File: src/include/mode_rate_pkg.sv
// What this block does
// - code 000b: 20.0/13.3/10.0 kSPS by axes
// - code 101b: 1.2/0.6/0.4 kSPS, slowest
// - codes 001b-100b follow the rate table
// - enter the mode written by host
// - settle in standby after power-up
// - standby accepts commands: convert, sleep, transfer
// - conversion starts on bus or pin trigger
// - standby keeps latest results unchanged
// - sleep keeps configuration, drops result data
// - bus or pin wakes sleep into standby
// - bus wake pulses pin, status cleared
// - wake-and-sleep wakes per interval, measures
// - condition met: keep results, go standby
// - condition not met: keep waking and measuring
// - host may force wake during wake-and-sleep
// - no result interrupt in wake-and-sleep
// - continuous converts without pause, results readable
// - register access only in continuous, standby
// - thirteen wake intervals, 1 to 20000 ms
package mode_rate_pkg;

    typedef enum logic [1:0] {
        MODE_STANDBY,
        MODE_SLEEP,
        MODE_WAKE_SLEEP,
        MODE_CONTINUOUS
    } op_mode_t;

    typedef struct packed {
        logic        cyc;
        logic        stb;
        logic        we;
        logic [3:0]  sel;
        logic [7:0]  adr;
        logic [31:0] dat;
    } wb_req_t;

    typedef struct packed {
        logic        valid;
        logic [1:0]  chan;
        logic [15:0] data;
    } sample_t;

    // ----------------------------------------------------------------
    // register map
    // ----------------------------------------------------------------
    localparam logic [7:0] ADDR_CTRL     = 8'h00;
    localparam logic [7:0] ADDR_STATUS   = 8'h04;
    localparam logic [7:0] ADDR_RESULT   = 8'h08;
    localparam logic [7:0] ADDR_RES_LAST = 8'h14;

    localparam int CTRL_MODE_LSB = 0;
    localparam int CTRL_AVG_LSB  = 2;
    localparam int CTRL_AXES_LSB = 5;
    localparam int CTRL_WAKE_LSB = 8;
    localparam int CTRL_RINT_BIT = 12;
    localparam int CTRL_TRIG_BIT = 13;
    localparam int STAT_DONE_BIT = 0;

    localparam logic [2:0] AVG_RESET   = 3'h0;
    localparam logic [2:0] AXES_RESET  = 3'h7;
    localparam logic [3:0] WAKE_RESET  = 4'h0;
    localparam logic [2:0] AVG_SLOWEST = 3'h5;
    localparam logic [3:0] WAKE_LAST   = 4'hC;

    // ----------------------------------------------------------------
    // timing
    // ----------------------------------------------------------------
    localparam int unsigned CLK_HZ_DEFAULT = 125_000_000;
    localparam int unsigned MS_PER_S       = 1000;
    localparam int unsigned HZ_PER_DECI_K  = 100;
    localparam logic [3:0]  INT_PULSE_CYC  = 4'h8;
    localparam logic [3:0]  WAKING_CYC     = 4'h8;

    // rates in tenths of kSPS, per averaging code, for 1/2/3 axes
    localparam int unsigned RATE_DECI_KSPS [0:5][0:2] = '{
        '{200, 133, 100},
        '{133,  80,  57},
        '{ 80,  44,  31},
        '{ 44,  24,  16},
        '{ 24,  12,   8},
        '{ 12,   6,   4}
    };

    localparam int unsigned WAKE_MS [0:12] = '{
        1, 5, 10, 15, 20, 30, 50, 100, 500, 1000, 2000, 5000, 20000
    };

endpackage
File: src/core/hall_mode_ctrl.sv
module hall_mode_ctrl
    import mode_rate_pkg::*;
#(
    parameter int unsigned CLK_HZ = CLK_HZ_DEFAULT
) (
    input  wire logic        core_clk,
    input  wire logic        rst_n,
    input  wire logic        clkEn,
    input  wire wb_req_t     wbReq,
    output logic             wbAck,
    output logic      [31:0] wbDatOut,
    input  wire sample_t     adcSample,
    input  wire logic        intCondMet,
    input  wire logic        sclIn,
    input  wire logic        intPinIn,
    output logic             intPinOut,
    output logic             intPinOeN,
    output logic             convActive,
    output op_mode_t         modeNow
);

    typedef enum logic [2:0] {
        ST_STANDBY,
        ST_ONE_SHOT,
        ST_SLEEP,
        ST_WAKING,
        ST_WS_SLEEP,
        ST_WS_MEAS,
        ST_CONT
    } state_t;

    localparam int unsigned MS_CYCLES = CLK_HZ / MS_PER_S;

    state_t      state;
    state_t      next_state;
    logic [2:0]  avgSel;
    logic [2:0]  axesEn;
    logic [3:0]  wakeSel;
    logic        resultIntEn;
    logic        resultStatus;
    logic [3:0]  resultValid;
    logic [31:0] convCnt;
    logic [31:0] msPre;
    logic [14:0] msCnt;
    logic [3:0]  intCnt;
    logic        intDrive;
    logic [2:0]  intDriveDly;
    logic        wbPend;
    logic [1:0]  sclSync;
    logic [1:0]  intSync;
    logic        sclPrev;
    logic        intPrev;
    logic [15:0] storeRd;

    // ----------------------------------------------------------------
    // pin synchronisers and edge detection
    // ----------------------------------------------------------------
    always_ff @(posedge core_clk) begin
        if (!rst_n) begin
            sclSync <= 2'h3;
            intSync <= 2'h3;
            sclPrev <= 1'h1;
            intPrev <= 1'h1;
        end else if (clkEn) begin
            sclSync <= {sclSync[0], sclIn};
            intSync <= {intSync[0], intPinIn};
            sclPrev <= sclSync[1];
            intPrev <= intSync[1];
        end
    end

    logic sclFall;
    logic intFall;
    assign sclFall = sclPrev & ~sclSync[1];
    // our own drive echoes back through the synchroniser; ignore it
    assign intFall = intPrev & ~intSync[1] & ~intDrive & ~(|intDriveDly);

    // ----------------------------------------------------------------
    // bus decode
    // ----------------------------------------------------------------
    logic wbStart;
    logic wbWrCommit;
    logic accessOk;
    logic ctrlWr;
    logic modeWr;
    logic trigWr;
    logic statusWr;
    logic busWake;
    assign wbStart    = wbReq.cyc & wbReq.stb & ~wbPend & ~wbAck;
    // a write lands on the edge where the master samples ack, not before
    assign wbWrCommit = wbAck & wbReq.cyc & wbReq.stb & wbReq.we;
    assign accessOk   = (state == ST_STANDBY) || (state == ST_ONE_SHOT)
                        || (state == ST_CONT);
    assign ctrlWr     = wbWrCommit & accessOk & (wbReq.adr == ADDR_CTRL) & wbReq.sel[0];
    assign modeWr     = ctrlWr;
    assign trigWr     = ctrlWr & wbReq.sel[1] & wbReq.dat[CTRL_TRIG_BIT];
    assign statusWr   = wbWrCommit & accessOk & (wbReq.adr == ADDR_STATUS) & wbReq.sel[0];
    assign busWake    = wbStart | sclFall;

    // ----------------------------------------------------------------
    // rate and interval tables
    // ----------------------------------------------------------------
    logic [31:0] periodTab [18];
    logic [14:0] wakeMsTab [13];

    for (genvar g = 0; g < 18; g++) begin : g_rate
        assign periodTab[g] =
            32'(CLK_HZ / (RATE_DECI_KSPS[g / 3][g % 3] * HZ_PER_DECI_K));
    end

    for (genvar g = 0; g < 13; g++) begin : g_wake
        assign wakeMsTab[g] = 15'(WAKE_MS[g]);
    end

    logic [2:0]  avgEff;
    logic [1:0]  axIdx;
    logic [1:0]  axCount;
    logic [31:0] periodNow;
    logic [14:0] wakeMsNow;
    // reserved averaging codes run at the slowest rate and are flagged
    assign avgEff    = (avgSel > AVG_SLOWEST) ? AVG_SLOWEST : avgSel;
    assign axCount   = 2'(axesEn[0]) + 2'(axesEn[1]) + 2'(axesEn[2]);
    // temperature alone converts at the single-channel rate
    assign axIdx     = (axCount == 2'h0) ? 2'h0 : axCount - 2'h1;
    assign periodNow = periodTab[5'(avgEff) * 5'h3 + 5'(axIdx)];
    assign wakeMsNow = wakeMsTab[(wakeSel > WAKE_LAST) ? WAKE_LAST : wakeSel];

    logic converting;
    logic doneNow;
    assign converting = (state == ST_ONE_SHOT) || (state == ST_WS_MEAS) || (state == ST_CONT);
    assign doneNow    = converting && (convCnt == 32'h1);

    // ----------------------------------------------------------------
    // mode state machine
    // ----------------------------------------------------------------
    state_t modeTarget;
    always_comb begin
        modeTarget = ST_STANDBY;
        unique case (op_mode_t'(wbReq.dat[CTRL_MODE_LSB +: 2]))
            MODE_STANDBY:    modeTarget = ST_STANDBY;
            MODE_SLEEP:      modeTarget = ST_SLEEP;
            MODE_WAKE_SLEEP: modeTarget = ST_WS_SLEEP;
            MODE_CONTINUOUS: modeTarget = ST_CONT;
        endcase
    end

    always_comb begin
        next_state = state;
        unique case (state)
            ST_STANDBY: begin
                // a trigger rides on a control write that keeps standby
                if (trigWr && modeTarget == ST_STANDBY) begin
                    next_state = ST_ONE_SHOT;
                end else if (modeWr) begin
                    next_state = modeTarget;
                end else if (intFall) begin
                    next_state = ST_ONE_SHOT;
                end
            end
            ST_ONE_SHOT: begin
                if (modeWr) begin
                    next_state = modeTarget;
                end else if (doneNow) begin
                    next_state = ST_STANDBY;
                end
            end
            ST_CONT: begin
                if (modeWr) begin
                    next_state = modeTarget;
                end
            end
            ST_SLEEP: begin
                if (busWake) begin
                    next_state = ST_WAKING;
                end else if (intFall) begin
                    next_state = ST_STANDBY;
                end
            end
            ST_WAKING: begin
                if (intCnt == 4'h1) begin
                    next_state = ST_STANDBY;
                end
            end
            ST_WS_SLEEP: begin
                if (busWake) begin
                    next_state = ST_WAKING;
                end else if (intFall) begin
                    next_state = ST_STANDBY;
                end else if (msCnt >= wakeMsNow) begin
                    next_state = ST_WS_MEAS;
                end
            end
            ST_WS_MEAS: begin
                if (busWake) begin
                    next_state = ST_WAKING;
                end else if (intFall) begin
                    next_state = ST_STANDBY;
                end else if (doneNow) begin
                    next_state = intCondMet ? ST_STANDBY : ST_WS_SLEEP;
                end
            end
            default: next_state = ST_STANDBY;
        endcase
    end

    always_ff @(posedge core_clk) begin
        if (!rst_n) begin
            state <= ST_STANDBY;
        end else if (clkEn) begin
            state <= next_state;
        end
    end

    // ----------------------------------------------------------------
    // conversion and wake timers
    // ----------------------------------------------------------------
    always_ff @(posedge core_clk) begin
        if (!rst_n) begin
            convCnt <= 32'h0;
        end else if (clkEn) begin
            if (!converting || convCnt <= 32'h1) begin
                convCnt <= periodNow;
            end else begin
                convCnt <= convCnt - 32'h1;
            end
        end
    end

    always_ff @(posedge core_clk) begin
        if (!rst_n) begin
            msPre <= 32'h0;
            msCnt <= 15'h0;
        end else if (clkEn) begin
            if (state != ST_WS_SLEEP) begin
                msPre <= 32'h0;
                msCnt <= 15'h0;
            end else if (msPre >= MS_CYCLES - 1) begin
                msPre <= 32'h0;
                msCnt <= msCnt + 15'h1;
            end else begin
                msPre <= msPre + 32'h1;
            end
        end
    end

    // ----------------------------------------------------------------
    // configuration, kept in every mode
    // ----------------------------------------------------------------
    always_ff @(posedge core_clk) begin
        if (!rst_n) begin
            avgSel      <= AVG_RESET;
            axesEn      <= AXES_RESET;
            wakeSel     <= WAKE_RESET;
            resultIntEn <= 1'h0;
        end else if (clkEn && ctrlWr) begin
            avgSel  <= wbReq.dat[CTRL_AVG_LSB +: 3];
            axesEn  <= wbReq.dat[CTRL_AXES_LSB +: 3];
            if (wbReq.sel[1]) begin
                wakeSel     <= wbReq.dat[CTRL_WAKE_LSB +: 4];
                resultIntEn <= wbReq.dat[CTRL_RINT_BIT];
            end
        end
    end

    // ----------------------------------------------------------------
    // results
    // ----------------------------------------------------------------
    logic storeWr;
    assign storeWr = adcSample.valid & converting;

    result_store u_store (
        .core_clk (core_clk),
        .clkEn    (clkEn),
        .wrEn     (storeWr),
        .wrAddr   (adcSample.chan),
        .wrData   (adcSample.data),
        .rdAddr   (2'(wbReq.adr[3:2] - 2'h2)),
        .rdData   (storeRd)
    );

    always_ff @(posedge core_clk) begin
        if (!rst_n) begin
            resultValid <= 4'h0;
        end else if (clkEn) begin
            if (state == ST_SLEEP || next_state == ST_SLEEP) begin
                resultValid <= 4'h0;
            end else if (storeWr) begin
                resultValid[adcSample.chan] <= 1'h1;
            end
        end
    end

    // a done in wake-and-sleep only counts when it ends the mode
    logic doneCounts;
    assign doneCounts = doneNow && (state != ST_WS_MEAS || intCondMet);

    always_ff @(posedge core_clk) begin
        if (!rst_n) begin
            resultStatus <= 1'h0;
        end else if (clkEn) begin
            if (doneCounts) begin
                resultStatus <= 1'h1;
            end else if (state == ST_WAKING || state == ST_SLEEP) begin
                resultStatus <= 1'h0;
            end else if (statusWr && wbReq.dat[STAT_DONE_BIT]) begin
                resultStatus <= 1'h0;
            end
        end
    end

    // ----------------------------------------------------------------
    // interrupt pin, open drain, active low
    // ----------------------------------------------------------------
    logic resultIrq;
    assign resultIrq = doneNow && resultIntEn && (state != ST_WS_MEAS);

    always_ff @(posedge core_clk) begin
        if (!rst_n) begin
            intCnt      <= 4'h0;
            intDrive    <= 1'h0;
            intDriveDly <= 3'h0;
        end else if (clkEn) begin
            intDriveDly <= {intDriveDly[1:0], intDrive};
            if (next_state == ST_WAKING && state != ST_WAKING) begin
                intCnt   <= WAKING_CYC;
                intDrive <= 1'h1;
            end else if (resultIrq || (doneNow && state == ST_WS_MEAS && intCondMet)) begin
                intCnt   <= INT_PULSE_CYC;
                intDrive <= 1'h1;
            end else if (intCnt > 4'h1) begin
                intCnt <= intCnt - 4'h1;
            end else begin
                intCnt   <= 4'h0;
                intDrive <= 1'h0;
            end
        end
    end

    // ----------------------------------------------------------------
    // bus slave and status outputs
    // ----------------------------------------------------------------
    logic [31:0] rdMux;
    always_comb begin
        rdMux = 32'h0;
        if (!accessOk) begin
            rdMux = 32'h0;
        end else if (wbReq.adr == ADDR_CTRL) begin
            rdMux[CTRL_MODE_LSB +: 2] = modeNow;
            rdMux[CTRL_AVG_LSB +: 3]  = avgSel;
            rdMux[CTRL_AXES_LSB +: 3] = axesEn;
            rdMux[CTRL_WAKE_LSB +: 4] = wakeSel;
            rdMux[CTRL_RINT_BIT]      = resultIntEn;
        end else if (wbReq.adr == ADDR_STATUS) begin
            rdMux[STAT_DONE_BIT] = resultStatus;
            rdMux[1]             = converting;
            rdMux[2]             = avgSel > AVG_SLOWEST;
        end else if (wbReq.adr >= ADDR_RESULT && wbReq.adr <= ADDR_RES_LAST
                     && wbReq.adr[1:0] == 2'h0) begin
            rdMux[15:0] = resultValid[2'(wbReq.adr[3:2] - 2'h2)] ? storeRd : 16'h0;
        end
    end

    always_ff @(posedge core_clk) begin
        if (!rst_n) begin
            wbPend   <= 1'h0;
            wbAck    <= 1'h0;
            wbDatOut <= 32'h0;
        end else if (clkEn) begin
            wbPend <= wbStart;
            wbAck  <= wbPend;
            if (wbPend) begin
                wbDatOut <= rdMux;
            end
        end
    end

    always_ff @(posedge core_clk) begin
        if (!rst_n) begin
            intPinOut  <= 1'h0;
            intPinOeN  <= 1'h1;
            convActive <= 1'h0;
            modeNow    <= MODE_STANDBY;
        end else if (clkEn) begin
            intPinOut  <= 1'h0;
            intPinOeN  <= ~intDrive;
            convActive <= converting;
            unique case (state)
                ST_SLEEP, ST_WAKING:    modeNow <= MODE_SLEEP;
                ST_WS_SLEEP, ST_WS_MEAS: modeNow <= MODE_WAKE_SLEEP;
                ST_CONT:                modeNow <= MODE_CONTINUOUS;
                default:                modeNow <= MODE_STANDBY;
            endcase
        end
    end
endmodule

File: src/core/result_store.sv
module result_store
    import mode_rate_pkg::*;
(
    input  wire logic        core_clk,
    input  wire logic        clkEn,
    input  wire logic        wrEn,
    input  wire logic [1:0]  wrAddr,
    input  wire logic [15:0] wrData,
    input  wire logic [1:0]  rdAddr,
    output logic      [15:0] rdData
);

    logic [15:0] mem [4];

    always_ff @(posedge core_clk) begin
        if (clkEn && wrEn) begin
            mem[wrAddr] <= wrData;
        end
    end

    always_ff @(posedge core_clk) begin
        if (clkEn) begin
            rdData <= mem[rdAddr];
        end
    end

endmodule

File: config.mk
export PLATFORM = sky130hd
export DESIGN_NAME = hall_mode_ctrl
export DESIGN_NICKNAME = d
export VERILOG_FILES = /design/src/include/mode_rate_pkg.sv /design/src/core/hall_mode_ctrl.sv /design/src/core/result_store.sv
export SDC_FILE = /design/constraint.sdc
export NUM_CORES = 1
export LEC_CHECK = 0
export ABC_CLOCK_PERIOD_IN_PS = 7000
export BUFFER_PORTS_ARGS = -buffer_cell sky130_fd_sc_hd__buf_2
export CELL_PAD_IN_SITES_DETAIL_PLACEMENT = 1
export CELL_PAD_IN_SITES_GLOBAL_PLACEMENT = 1
export CORE_MARGIN = 2
export CORE_UTILIZATION = 50
export CTS_CLUSTER_SIZE = 25
export DETAILED_ROUTE_END_ITERATION = 10
export GPL_TIMING_DRIVEN = 1
export PLACE_DENSITY_LB_ADDON = 0.1
export REMOVE_ABC_BUFFERS = 1
export SETUP_SLACK_MARGIN = 0.05
export SLEW_MARGIN = 20
export SYNTH_ARGS = -nofsm -noshare
export SYNTH_HDL_FRONTEND = slang
export SYNTH_SLANG_ARGS = --single-unit
File: constraint.sdc
create_clock -name core_clk -period 7 [get_ports core_clk]
set_input_delay 0.7 -clock core_clk [delete_from_list [all_inputs] [get_ports core_clk]]
set_output_delay 0.7 -clock core_clk [all_outputs]
set_load 0.02 [all_outputs]
==> results of run 1 <==
==> metrics by stage <==
step	hold slack, ns	util [%]	total power (W)
floorplan	0.431	-	0.00150
global placement	0.442	53.1	0.00159
detailed placement	0.451	53.1	0.00159
CTS	0.380	57.0	0.00289
global route	0.382	57.0	0.00296
finish	0.396	57.0	0.00286
==> routing by layer <==
| layer | vias up | share of wire (%) | global-route usage (%) |
|---|---|---|---|
| li1 | 4079 | - | - |
| met1 | 4054 | 45 | 31.1 |
| met2 | 136 | 50 | 43.1 |
| met3 | 33 | 4.2 | 4.54 |
| met4 | 0 | 1.5 | 4.38 |
| met5 | - | 0 | 0 |
==> registers in the layout, summed over array words and instances (netlist names), 4 cells and up <==
name	flops
msCnt	15
intCnt	4
msPre	32
resultValid	4
convCnt	32
wakeSel	4
u_store.rdData	16
wbDatOut	16
u_store.mem	64
==> cell usage after synthesis, types with 14 or more instances <==
library cell and number:
dfxtp_1 134, buf_4 17, xnor2_1 14, nor2_1 154, nand2_1 95, edfxtp_1 80, o21ai_0 54, mux2i_1 23
nand2b_1 18, a21oi_1 63, nor3_1 30, a22oi_1 16, ha_1 29, xor2_1 26, clkbuf_1 56, inv_1 22
nand3_1 30
==> path summary, 6_finish.rpt <==
check | to | startpoint | cells after the start | slack, ns
setup / recovery | convCnt[14]$_SDFFE_PN0P_ | axesEn[0]$_SDFFE_PN1P_ | 12 | 3.35
hold / removal | u_store.mem[2][5]$_DFFE_PP_ | adcSample[5] | 1 | 0.40
setup reg to reg | convCnt[14]$_SDFFE_PN0P_ | axesEn[0]$_SDFFE_PN1P_ | 12 | 3.35
hold reg to reg | convCnt[15]$_SDFFE_PN0P_ | convCnt[15]$_SDFFE_PN0P_ | 2 | 0.46
==> cell families (layout without fill, tap and decap cells) <==
kind of cell	after synthesis	in the layout	synth area share (%)
DFF	214	214	48.1
AOI/OAI and AO/OA	239	239	14.8
adders and majority gates	32	32	4.00
xor gates and xnor gates	40	40	3.31
other	1	17	0.0355
muxes	39	39	5.69
buffers and inverters	105	155	4.42
and+or+nand+nor	431	431	19.7
==> area by class of cell <==
| cell class | instances | share of cell area, % |
|---|---|---|
| Tap cell | 275 | 2.89 |
| Inverter | 22 | 0.693 |
| Multi-Input combinational cell | 798 | 42.8 |
| Timing Repair Buffer | 89 | 4.12 |
| Clock inverter | 9 | 1.10 |
| Clock buffer | 35 | 5.72 |
| Sequential cell | 214 | 42.7 |
==> power breakdown <==
group	internal (W)	switching, W
clock network	0.000787	0.000503
registers	0.00132	0.0000220
logic	0.0000816	0.000149
==> impl_metrics.yaml, run 1 <==
run_status:
  outcome: "finished clean"
clock_network:
  cts_repair_resize_count: 0
  cts_hold_buf: 0
  clockBufferDepth: 3
  clk_latency_ns: 0.52
  clock_sinks: 214
  htree_levels: 1
  numCtsBuffers: 24
  cts_tree: "done"
  clk_pin_slew_ns: 0.06
  post_cts_buffers: 0
  clock-root-buffer: "clkbuf_16"
route:
  via_per_inst: 5.76
  antenna_left: 0
  drtPass1Iterations: 4
  wire_per_inst_um: 18.7
  drt_iter0_markers: 308
  drc: 0
  routed_wl_um: 26900
  vias: 8302
global_route:
  grt_max_degree: 50
  grtUsageTotal_pct: 24.2
  grt_pass1_vias: 8391
  grt_pass1_wl_um: 43700
  overflow: 0
  antenna_found_initial: 0
worst_setup_path:
  path_max_fanout: 34
  path_cells: "fa_1, nand2_1, fa_1, inv_1, ha_1, fa_2, nor2_1, a211oi_1, a21oi_1, nor2_1, o21ai_0, a21oi_1"
  critPathTopFamily: "adder cells"
  worstPathBufferInverterCount: 1
  cp-end-kind: "flip-flop"
  slowest_delay_ns: 0.91
  worstSetupPathType: "reg2reg"
  crit_slowest_cell: "fa_2"
  start_kind: "flip-flop"
  cp.required_ns: 7.43
  arrival_ns: 4.08
timing:
  worst_slack_ns: 3.35
  fin_crit_ns: 3.65
  max_freq_ghz: 0.274
  fin_crit_sh_pct: 52.1
  finClkSkew_ns: 0.0155
  max_slew_margin_pct: 32.0
  hold_violations: 0
  setup_viol: 0
  setup_tns_ns: 0
  drv_slew: 0
  tightest_slew_ns: 1.02
  rsz0062_at_grt: "no"
logic_synthesis:
  synth_ff_type: "dfxtp_1"
  yosysTopAreaCellShare_pct: 25.4
  synth-edff-count: 80
  ys_seq_area_share_pct: 48.1
  synth_area_per_cell_sq_um: 9.61
  ys_async_sr_fraction_pct: 0
  ys_ff_latch: 214
  yosys.area.top_type: "dfxtp_1"
  yosysUniqueCellTypes: 77
  synthCells: 1101
  yosys_warnings: 0
  syn-cell-area_sq_mm: 0.0106
  synth_area_leaders: "dfxtp_1 (25%), edfxtp_1 (23%), nor2_1 (5.5%), ha_1 (3.4%), nand2_1 (3.4%)"
layout:
  syn2layout_area_growth_pct: 12.6
  multi_input_area_sq_mm: 0.00510
  stdcell_count: 1442
  final_common_cell: "nor2_1"
  layout_common_cells: "nor2_1 (154), dfxtp_1 (134), nand2_1 (95), edfxtp_1 (80), buf_2 (71)"
  regArea_sq_mm: 0.00508
  antennaDiodeCount: 0
  nFillCells: 2349
  final_nets: 1253
  fin_area_sq_mm: 0.0119
  layout-drive-gt1-share_pct: 13.4
placed_design:
  numPortBuffers: 72
  place_ws_ns: 3.05
  placed_area_sq_mm: 0.0111
  gp_congestion: 0.789
  dp_hpwl_um: 18500
  dp_cells: 1398
hold_path:
  hold_path.class: "in2reg"
floorplan:
  ios: 110
  core-area_sq_mm: 0.0209
  fp-row-count: 53
  initial_utilization_pct: 50.6
  die_x_um: 149
  die_y_um: 149
  dieArea_sq_mm: 0.0223
power:
  power.density_mw_per_mm2: 240
  leakage_nw: 4.49
  ir_worst_vdd_mv: 0.325
job:
  cap_viol_max_count: 0
No activity file was read; power rests on OpenSTA's default activity.
==> run 2, diff against run 1 <==
ABC_CLOCK_PERIOD_IN_PS = 3680   (was 7000)
CORE_UTILIZATION = 46   (was 50)
clock period = 3.68 ns   (was 7 ns; I/O delays follow)
==> impl_metrics.yaml, run 2 (synthesis gave the netlist of run 1 again) <==
run_status:
  outcome: "finished clean"
floorplan:
  initial_utilization_pct: 46.7
  die_y_um: 156
  die_x_um: 156
  fp-row-count: 55
  core-area_sq_mm: 0.0226
  ios: 110
  dieArea_sq_mm: 0.0242
worst_setup_path:
  path_max_fanout: 21
  r2r_cells: 12
  crit_slowest_cell: "fa_1"
  slowest_delay_ns: 0.56
  cp-end-kind: "flip-flop"
  arrival_ns: 3.89
  path_cells: "fa_1, nand2_1, fa_1, inv_1, ha_1, fa_1, xnor2_1, buf_12, nor2_1, a311oi_1, a31oi_1, o221a_2"
  cp.required_ns: 4.09
  start_kind: "flip-flop"
  worstSetupPathType: "reg2reg"
  cp_common_cell: "fa_1"
timing:
  fin_crit_sh_pct: 94.4
  drv_slew: 0
  rsz0062_at_grt: "no"
  hold_violations: 0
  setup_viol: 0
  tightest_slew_ns: 0.907
  max_freq_ghz: 0.288
  finClkSkew_ns: 0.0233
  max_slew_margin_pct: 39.5
  worst_slack_ns: 0.207
  fin_crit_ns: 3.47
clock_network:
  clockBufferDepth: 3
  clock-root-buffer: "clkbuf_16"
  cts_tree: "done"
  clk_pin_slew_ns: 0.06
  numCtsBuffers: 24
  htree_levels: 1
  clock_sinks: 214
  clk_latency_ns: 0.54
  post_cts_buffers: 0
  cts_hold_buf: 0
layout:
  final_common_cell: "nor2_1"
  layout-drive-gt1-share_pct: 15.1
  syn2layout_area_growth_pct: 15.1
  top_register: "u_store.mem"
  final_nets: 1275
  nFillCells: 2516
  reg_top3: "u_store.mem x64, convCnt x32, msPre x32"
  largest_reg_flops: 64
  layout_common_cells: "nor2_1 (153), dfxtp_1 (134), nand2_1 (95), edfxtp_1 (80), buf_2 (71)"
  final_util_pct: 53.8
global_route:
  grt_pass1_vias: 8644
  grt_pass1_wl_um: 45300
  overflow: 0
  grt_max_degree: 46
  grtUsageTotal_pct: 23.0
  antenna_found_initial: 1
hold_path:
  hold_path.class: "in2reg"
  hold_depth: 1
placed_design:
  numPortBuffers: 72
  gp_congestion: 0.801
  dp_hpwl_um: 19600
  place_ws_ns: 0.218
job:
  cap_viol_max_count: 0
power:
  power.total_w: 0.00556
  power.density_mw_per_mm2: 456
  ir_worst_vdd_mv: 0.378
  leakage_nw: 4.62
route:
  drtPass1Iterations: 4
  routed_wl_um: 27600
  wire_per_inst_um: 18.7
  antenna_left: 0
  drc: 0
  drt_iter0_markers: 431
  via_per_inst: 5.72
  vias: 8434
[run 2: changes by cell type in the layout (fill, tap and decap cells not counted), moves of 2 or more]
cell       before  now
buf_4          18   37
buf_12          0    3
clkbuf_8        4    1
bufinv_16       3    5
clkbuf_1        7    5
clkinv_1        3    5
[run 2: worst paths after layout]
path / end / start / slack [ns]
setup reg to reg: convCnt[17]$_SDFFE_PN0P_ / axesEn[0]$_SDFFE_PN1P_ / 0.21
setup / recovery: convCnt[17]$_SDFFE_PN0P_ / axesEn[0]$_SDFFE_PN1P_ / 0.21
hold / removal: u_store.mem[0][10]$_DFFE_PP_ / adcSample[10] / 0.04
hold reg to reg: wbDatOut[0]$_SDFFE_PN0P_ / wbDatOut[0]$_SDFFE_PN0P_ / 0.46
[run 2: worst max-delay path, delay by kind of cell, from the launching register on]
kind / cells / cell delay [ns]
fa+ha+maj: 4 / 1.69
xor+xnor: 1 / 0.27
buf+inv: 2 / 0.24
flops: 1 / 0.34
compound gates: 3 / 0.67
simple gates: 2 / 0.14
[run 2: area by class of cell]
| class | instances | area (sq um) | share of cell area [%] |
|---|---|---|---|
| well taps | 285 | 357 | 2.93 |
| clock buffers | 30 | 633 | 5.20 |
| diodes | 1 | 2.50 | 0.0206 |
| flip-flops and latches | 214 | 5080 | 41.8 |
| inverters | 22 | 82.6 | 0.678 |
| repair buffers | 111 | 693 | 5.69 |
| clock inverters | 14 | 220 | 1.81 |
| multi-input cells | 798 | 5100 | 41.9 |
[run 2: power breakdown]
group / total (W) / internal, W / leakage (nW) / switching, W
Clock: 0.00255 / 0.00158 / 0.405 / 0.000970
Combinational: 0.000466 / 0.000170 / 2.40 / 0.000296
Sequential: 0.00254 / 0.00250 / 1.82 / 0.0000388
Total: 0.00556 / 0.00425 / 4.62 / 0.00130
[run 2: stage by stage]
stage,hold WS (ns),cell area [sq um],cells,setup TNS (ns)
final,0.0384,12200,1475,0
after global routing,0.0358,12200,1474,0
after CTS,0.0213,12200,1474,0
after detailed placement,0.459,11300,1430,0
after global placement,0.445,11300,1430,0
after floorplan,0.430,10300,1034,-0.476
[run 2: repair_timing]
item,4_1_cts,5_1_grt
resized for setup,0,1
hold endpoints to repair,0,0
endpoints found under the setup margin,0,2
[run 2: routing by layer]
| metal | vias to the layer above | GRT usage, % | part of all wire (%) |
|---|---|---|---|
| met5 | - | 0 | 0 |
| met4 | 0 | 3.93 | 1.4 |
| met3 | 24 | 3.81 | 4.2 |
| met2 | 143 | 38.7 | 48 |
| met1 | 4137 | 31.8 | 47 |
| li1 | 4130 | - | - |
==> run 3, diff against run 2 <==
CTS_CLUSTER_SIZE = default   (was 25)
SYNTH_HIERARCHICAL = 1   (was default)
==> impl_metrics.yaml, run 3 <==
worst_setup_path:
  cp-end-kind: "flip-flop"
  crit_cells: 14
  start_kind: "flip-flop"
  r2r_cells: 14
  path_max_fanout: 18
  worstSetupPathType: "reg2reg"
  cp.required_ns: 4.09
  reg2reg_from: "axesEn[0]$_SDFFE_PN1P_"
  arrival_ns: 3.86
  path_cells: "fa_1, nand2_1, fa_1, inv_1, ha_1, fa_2, xnor2_2, buf_12, a211oi_1, a21oi_1, o211ai_1, o31ai_1, a22oi_1, nor2_1"
  worst-r2r-setup-slack_ns: 0.23
  critPathTopFamily: "adder cells"
  crit_slowest_cell: "fa_1"
  slowest_delay_ns: 0.57
  worstPathBufferInverterCount: 2
  rr_endpoint: "convCnt[3]$_SDFFE_PN0P_"
  cp_common_cell: "fa_1"
logic_synthesis:
  synth_area_per_cell_sq_um: 9.69
  synth_area_leaders: "dfxtp_1 (26%), edfxtp_1 (23%), nor2_1 (5.9%), ha_1 (3.5%), nand2_1 (3.3%)"
  yosys.area.top_type: "dfxtp_1"
  synth-edff-count: 80
  synth_top_family_by_area: "simple AND/OR/NAND/NOR gates"
  muxShareOfSynthArea_pct: 6.14
  synth_xor_area_share_pct: 4.16
  syn-cell-area_sq_mm: 0.0105
  synth_commonest_cells: "nor2_1 (165), dfxtp_1 (134), nand2_1 (92)"
  yosys.area_share.simple_pct: 19.6
  yosysUniqueCellTypes: 77
  synth_compound_area_share_pct: 13.3
  synthCells: 1085
  ys_seq_area_share_pct: 48.4
  yosysTopAreaCellShare_pct: 25.5
  yosys_warnings: 6
  synth_most_common_cell: "nor2_1"
  synth_fa_ha_area_share_pct: 4.02
  synth_ff_type: "dfxtp_1"
  ys_ff_latch: 214
  ys_async_sr_fraction_pct: 0
layout:
  reg_top3: "u_store/mem x64, convCnt x32, msPre x32"
  final_nets: 1270
  syn2layout_area_growth_pct: 15.4
  top_register: "u_store/mem"
  antennaDiodeCount: 0
  nFillCells: 2560
  layout-drive-gt1-share_pct: 15.7
  regArea_sq_mm: 0.00508
  final_common_cell: "nor2_1"
  largest_reg_flops: 64
  multi_input_area_sq_mm: 0.00509
  layout_common_cells: "nor2_1 (165), dfxtp_1 (134), nand2_1 (92), edfxtp_1 (80), buf_2 (71)"
  stdcell_count: 1469
power:
  ir_worst_vdd_mv: 0.402
  leakage_nw: 4.61
  power.density_mw_per_mm2: 447
hold_path:
  hold_depth: 1
  min_to: "u_store/mem[3][12]$_DFFE_PP_"
  min_from: "adcSample[12]"
  hold_path.class: "in2reg"
global_route:
  grtUsageTotal_pct: 22.9
  antenna_found_initial: 0
  grt_pass1_vias: 8432
  overflow: 0
  grt_pass1_wl_um: 44500
  grt_max_degree: 105
floorplan:
  initial_utilization_pct: 46.6
  die_y_um: 155
  die_x_um: 155
  dieArea_sq_mm: 0.0241
  core-area_sq_mm: 0.0226
  fp-row-count: 55
  ios: 110
timing:
  hold_violations: 0
  fin_crit_ns: 3.45
  drv_slew: 0
  max_slew_margin_pct: 40.9
  worst_slack_ns: 0.227
  fin_crit_sh_pct: 93.8
  rsz0062_at_grt: "yes"
  tightest_slew_ns: 0.886
  max_freq_ghz: 0.290
  finClkSkew_ns: 0.0188
  setup_viol: 0
clock_network:
  clk_latency_ns: 0.54
  htree_levels: 1
  numCtsBuffers: 24
  clockBufferDepth: 3
  clock_sinks: 214
  cts_tree: "done"
  cts_hold_buf: 0
  clock-root-buffer: "clkbuf_16"
  clk_pin_slew_ns: 0.06
placed_design:
  gp_congestion: 0.840
  numPortBuffers: 72
  dp_cells: 1425
  dp_hpwl_um: 19100
  place_ws_ns: 0.0903
route:
  drc: 0
  drtPass1Iterations: 5
  via_per_inst: 5.63
  routed_wl_um: 27100
  drt_iter0_markers: 339
  antenna_left: 0
  vias: 8272
  wire_per_inst_um: 18.5
run_status:
  outcome: "finished clean"
job:
  cap_viol_max_count: 0
==> run 3: changes by cell type in the layout (fill, tap and decap cells not counted), sizes merged, moves of 5 or more <==
cell     previous run  this run
xnor2              14        24
o211ai             11         4
nor3               32        23
a22oi              16        23
a211oi              8        14
a2bb2oi             9         1
nor4               13        23
or4                11         6
nor2              154       165
==> run 3: power breakdown <==
part | switching, W | leakage, nW | internal, W
Clock | 0.000998 | 0.394 | 0.00141
Combinational | 0.000303 | 2.40 | 0.000174
Sequential | 0.0000404 | 1.82 | 0.00250
==> run 3: stage by stage <==
step	hold slack [ns]	util [%]	power, W	TNS (ns)	cell area (sq um)
after floorplan	0.430	-	0.00287	-0.262	10200
after global placement	0.440	50.0	0.00306	0	11300
after detailed placement	0.446	50.0	0.00307	0	11300
after CTS	0.0236	53.6	0.00549	0	12100
after global routing	0.0272	53.8	0.00564	0	12100
final	0.0392	53.8	0.00543	0	12100
==> run 3: how the worst max path moves through the flow <==
stage / from / endpoint / slack (ns)
4_1_cts: axesEn[0]$_SDFFE_PN1P_ / convCnt[2]$_SDFFE_PN0P_ / 0.06
3_3_place_gp: axesEn[0]$_SDFFE_PN1P_ / convCnt[2]$_SDFFE_PN0P_ / 0.15
3_5_place_dp: axesEn[0]$_SDFFE_PN1P_ / convCnt[13]$_SDFFE_PN0P_ / 0.09
5_1_grt: axesEn[0]$_SDFFE_PN1P_ / convCnt[10]$_SDFFE_PN0P_ / 0.002
2_1_floorplan: axesEn[0]$_SDFFE_PN1P_ / convCnt[7]$_SDFFE_PN0P_ / -0.13
6_report: axesEn[0]$_SDFFE_PN1P_ / convCnt[3]$_SDFFE_PN0P_ / 0.23
==> run 3: layout make-up <==
type / count / area share (%)
inverter: 25 / 0.773
tap: 285 / 2.94
clock buffer: 32 / 5.70
timing repair buffer: 111 / 5.71
clock inverter: 12 / 1.00
sequential: 214 / 41.9
multi-input combinational: 790 / 42.0
==> run 3: per-layer routing <==
metal	share of wire, %	track usage, %	up-vias
met3	3.9	3.01	33
met5	0	0	-
li1	-	-	4063
met4	1.9	6.07	0
met1	45	29.7	4045
met2	49	40.4	131
==> run 3: kinds of logic (layout without fill, tap and decap cells) <==
kind of cell / count (synthesis) / in the layout
XOR/XNOR: 50 / 50
multiplexers: 42 / 42
AND/OR/NAND/NOR: 431 / 431
other: 1 / 17
adder cells (fa/ha/maj): 32 / 32
buffers and inverters: 97 / 180
AO/OA/AOI/OAI: 218 / 218
flip-flops: 214 / 214
==> run 3: timing repair <==
item,4_1_cts,5_1_grt
buffers inserted,0,0
setup endpoints to repair,0,17
resized for setup,0,6
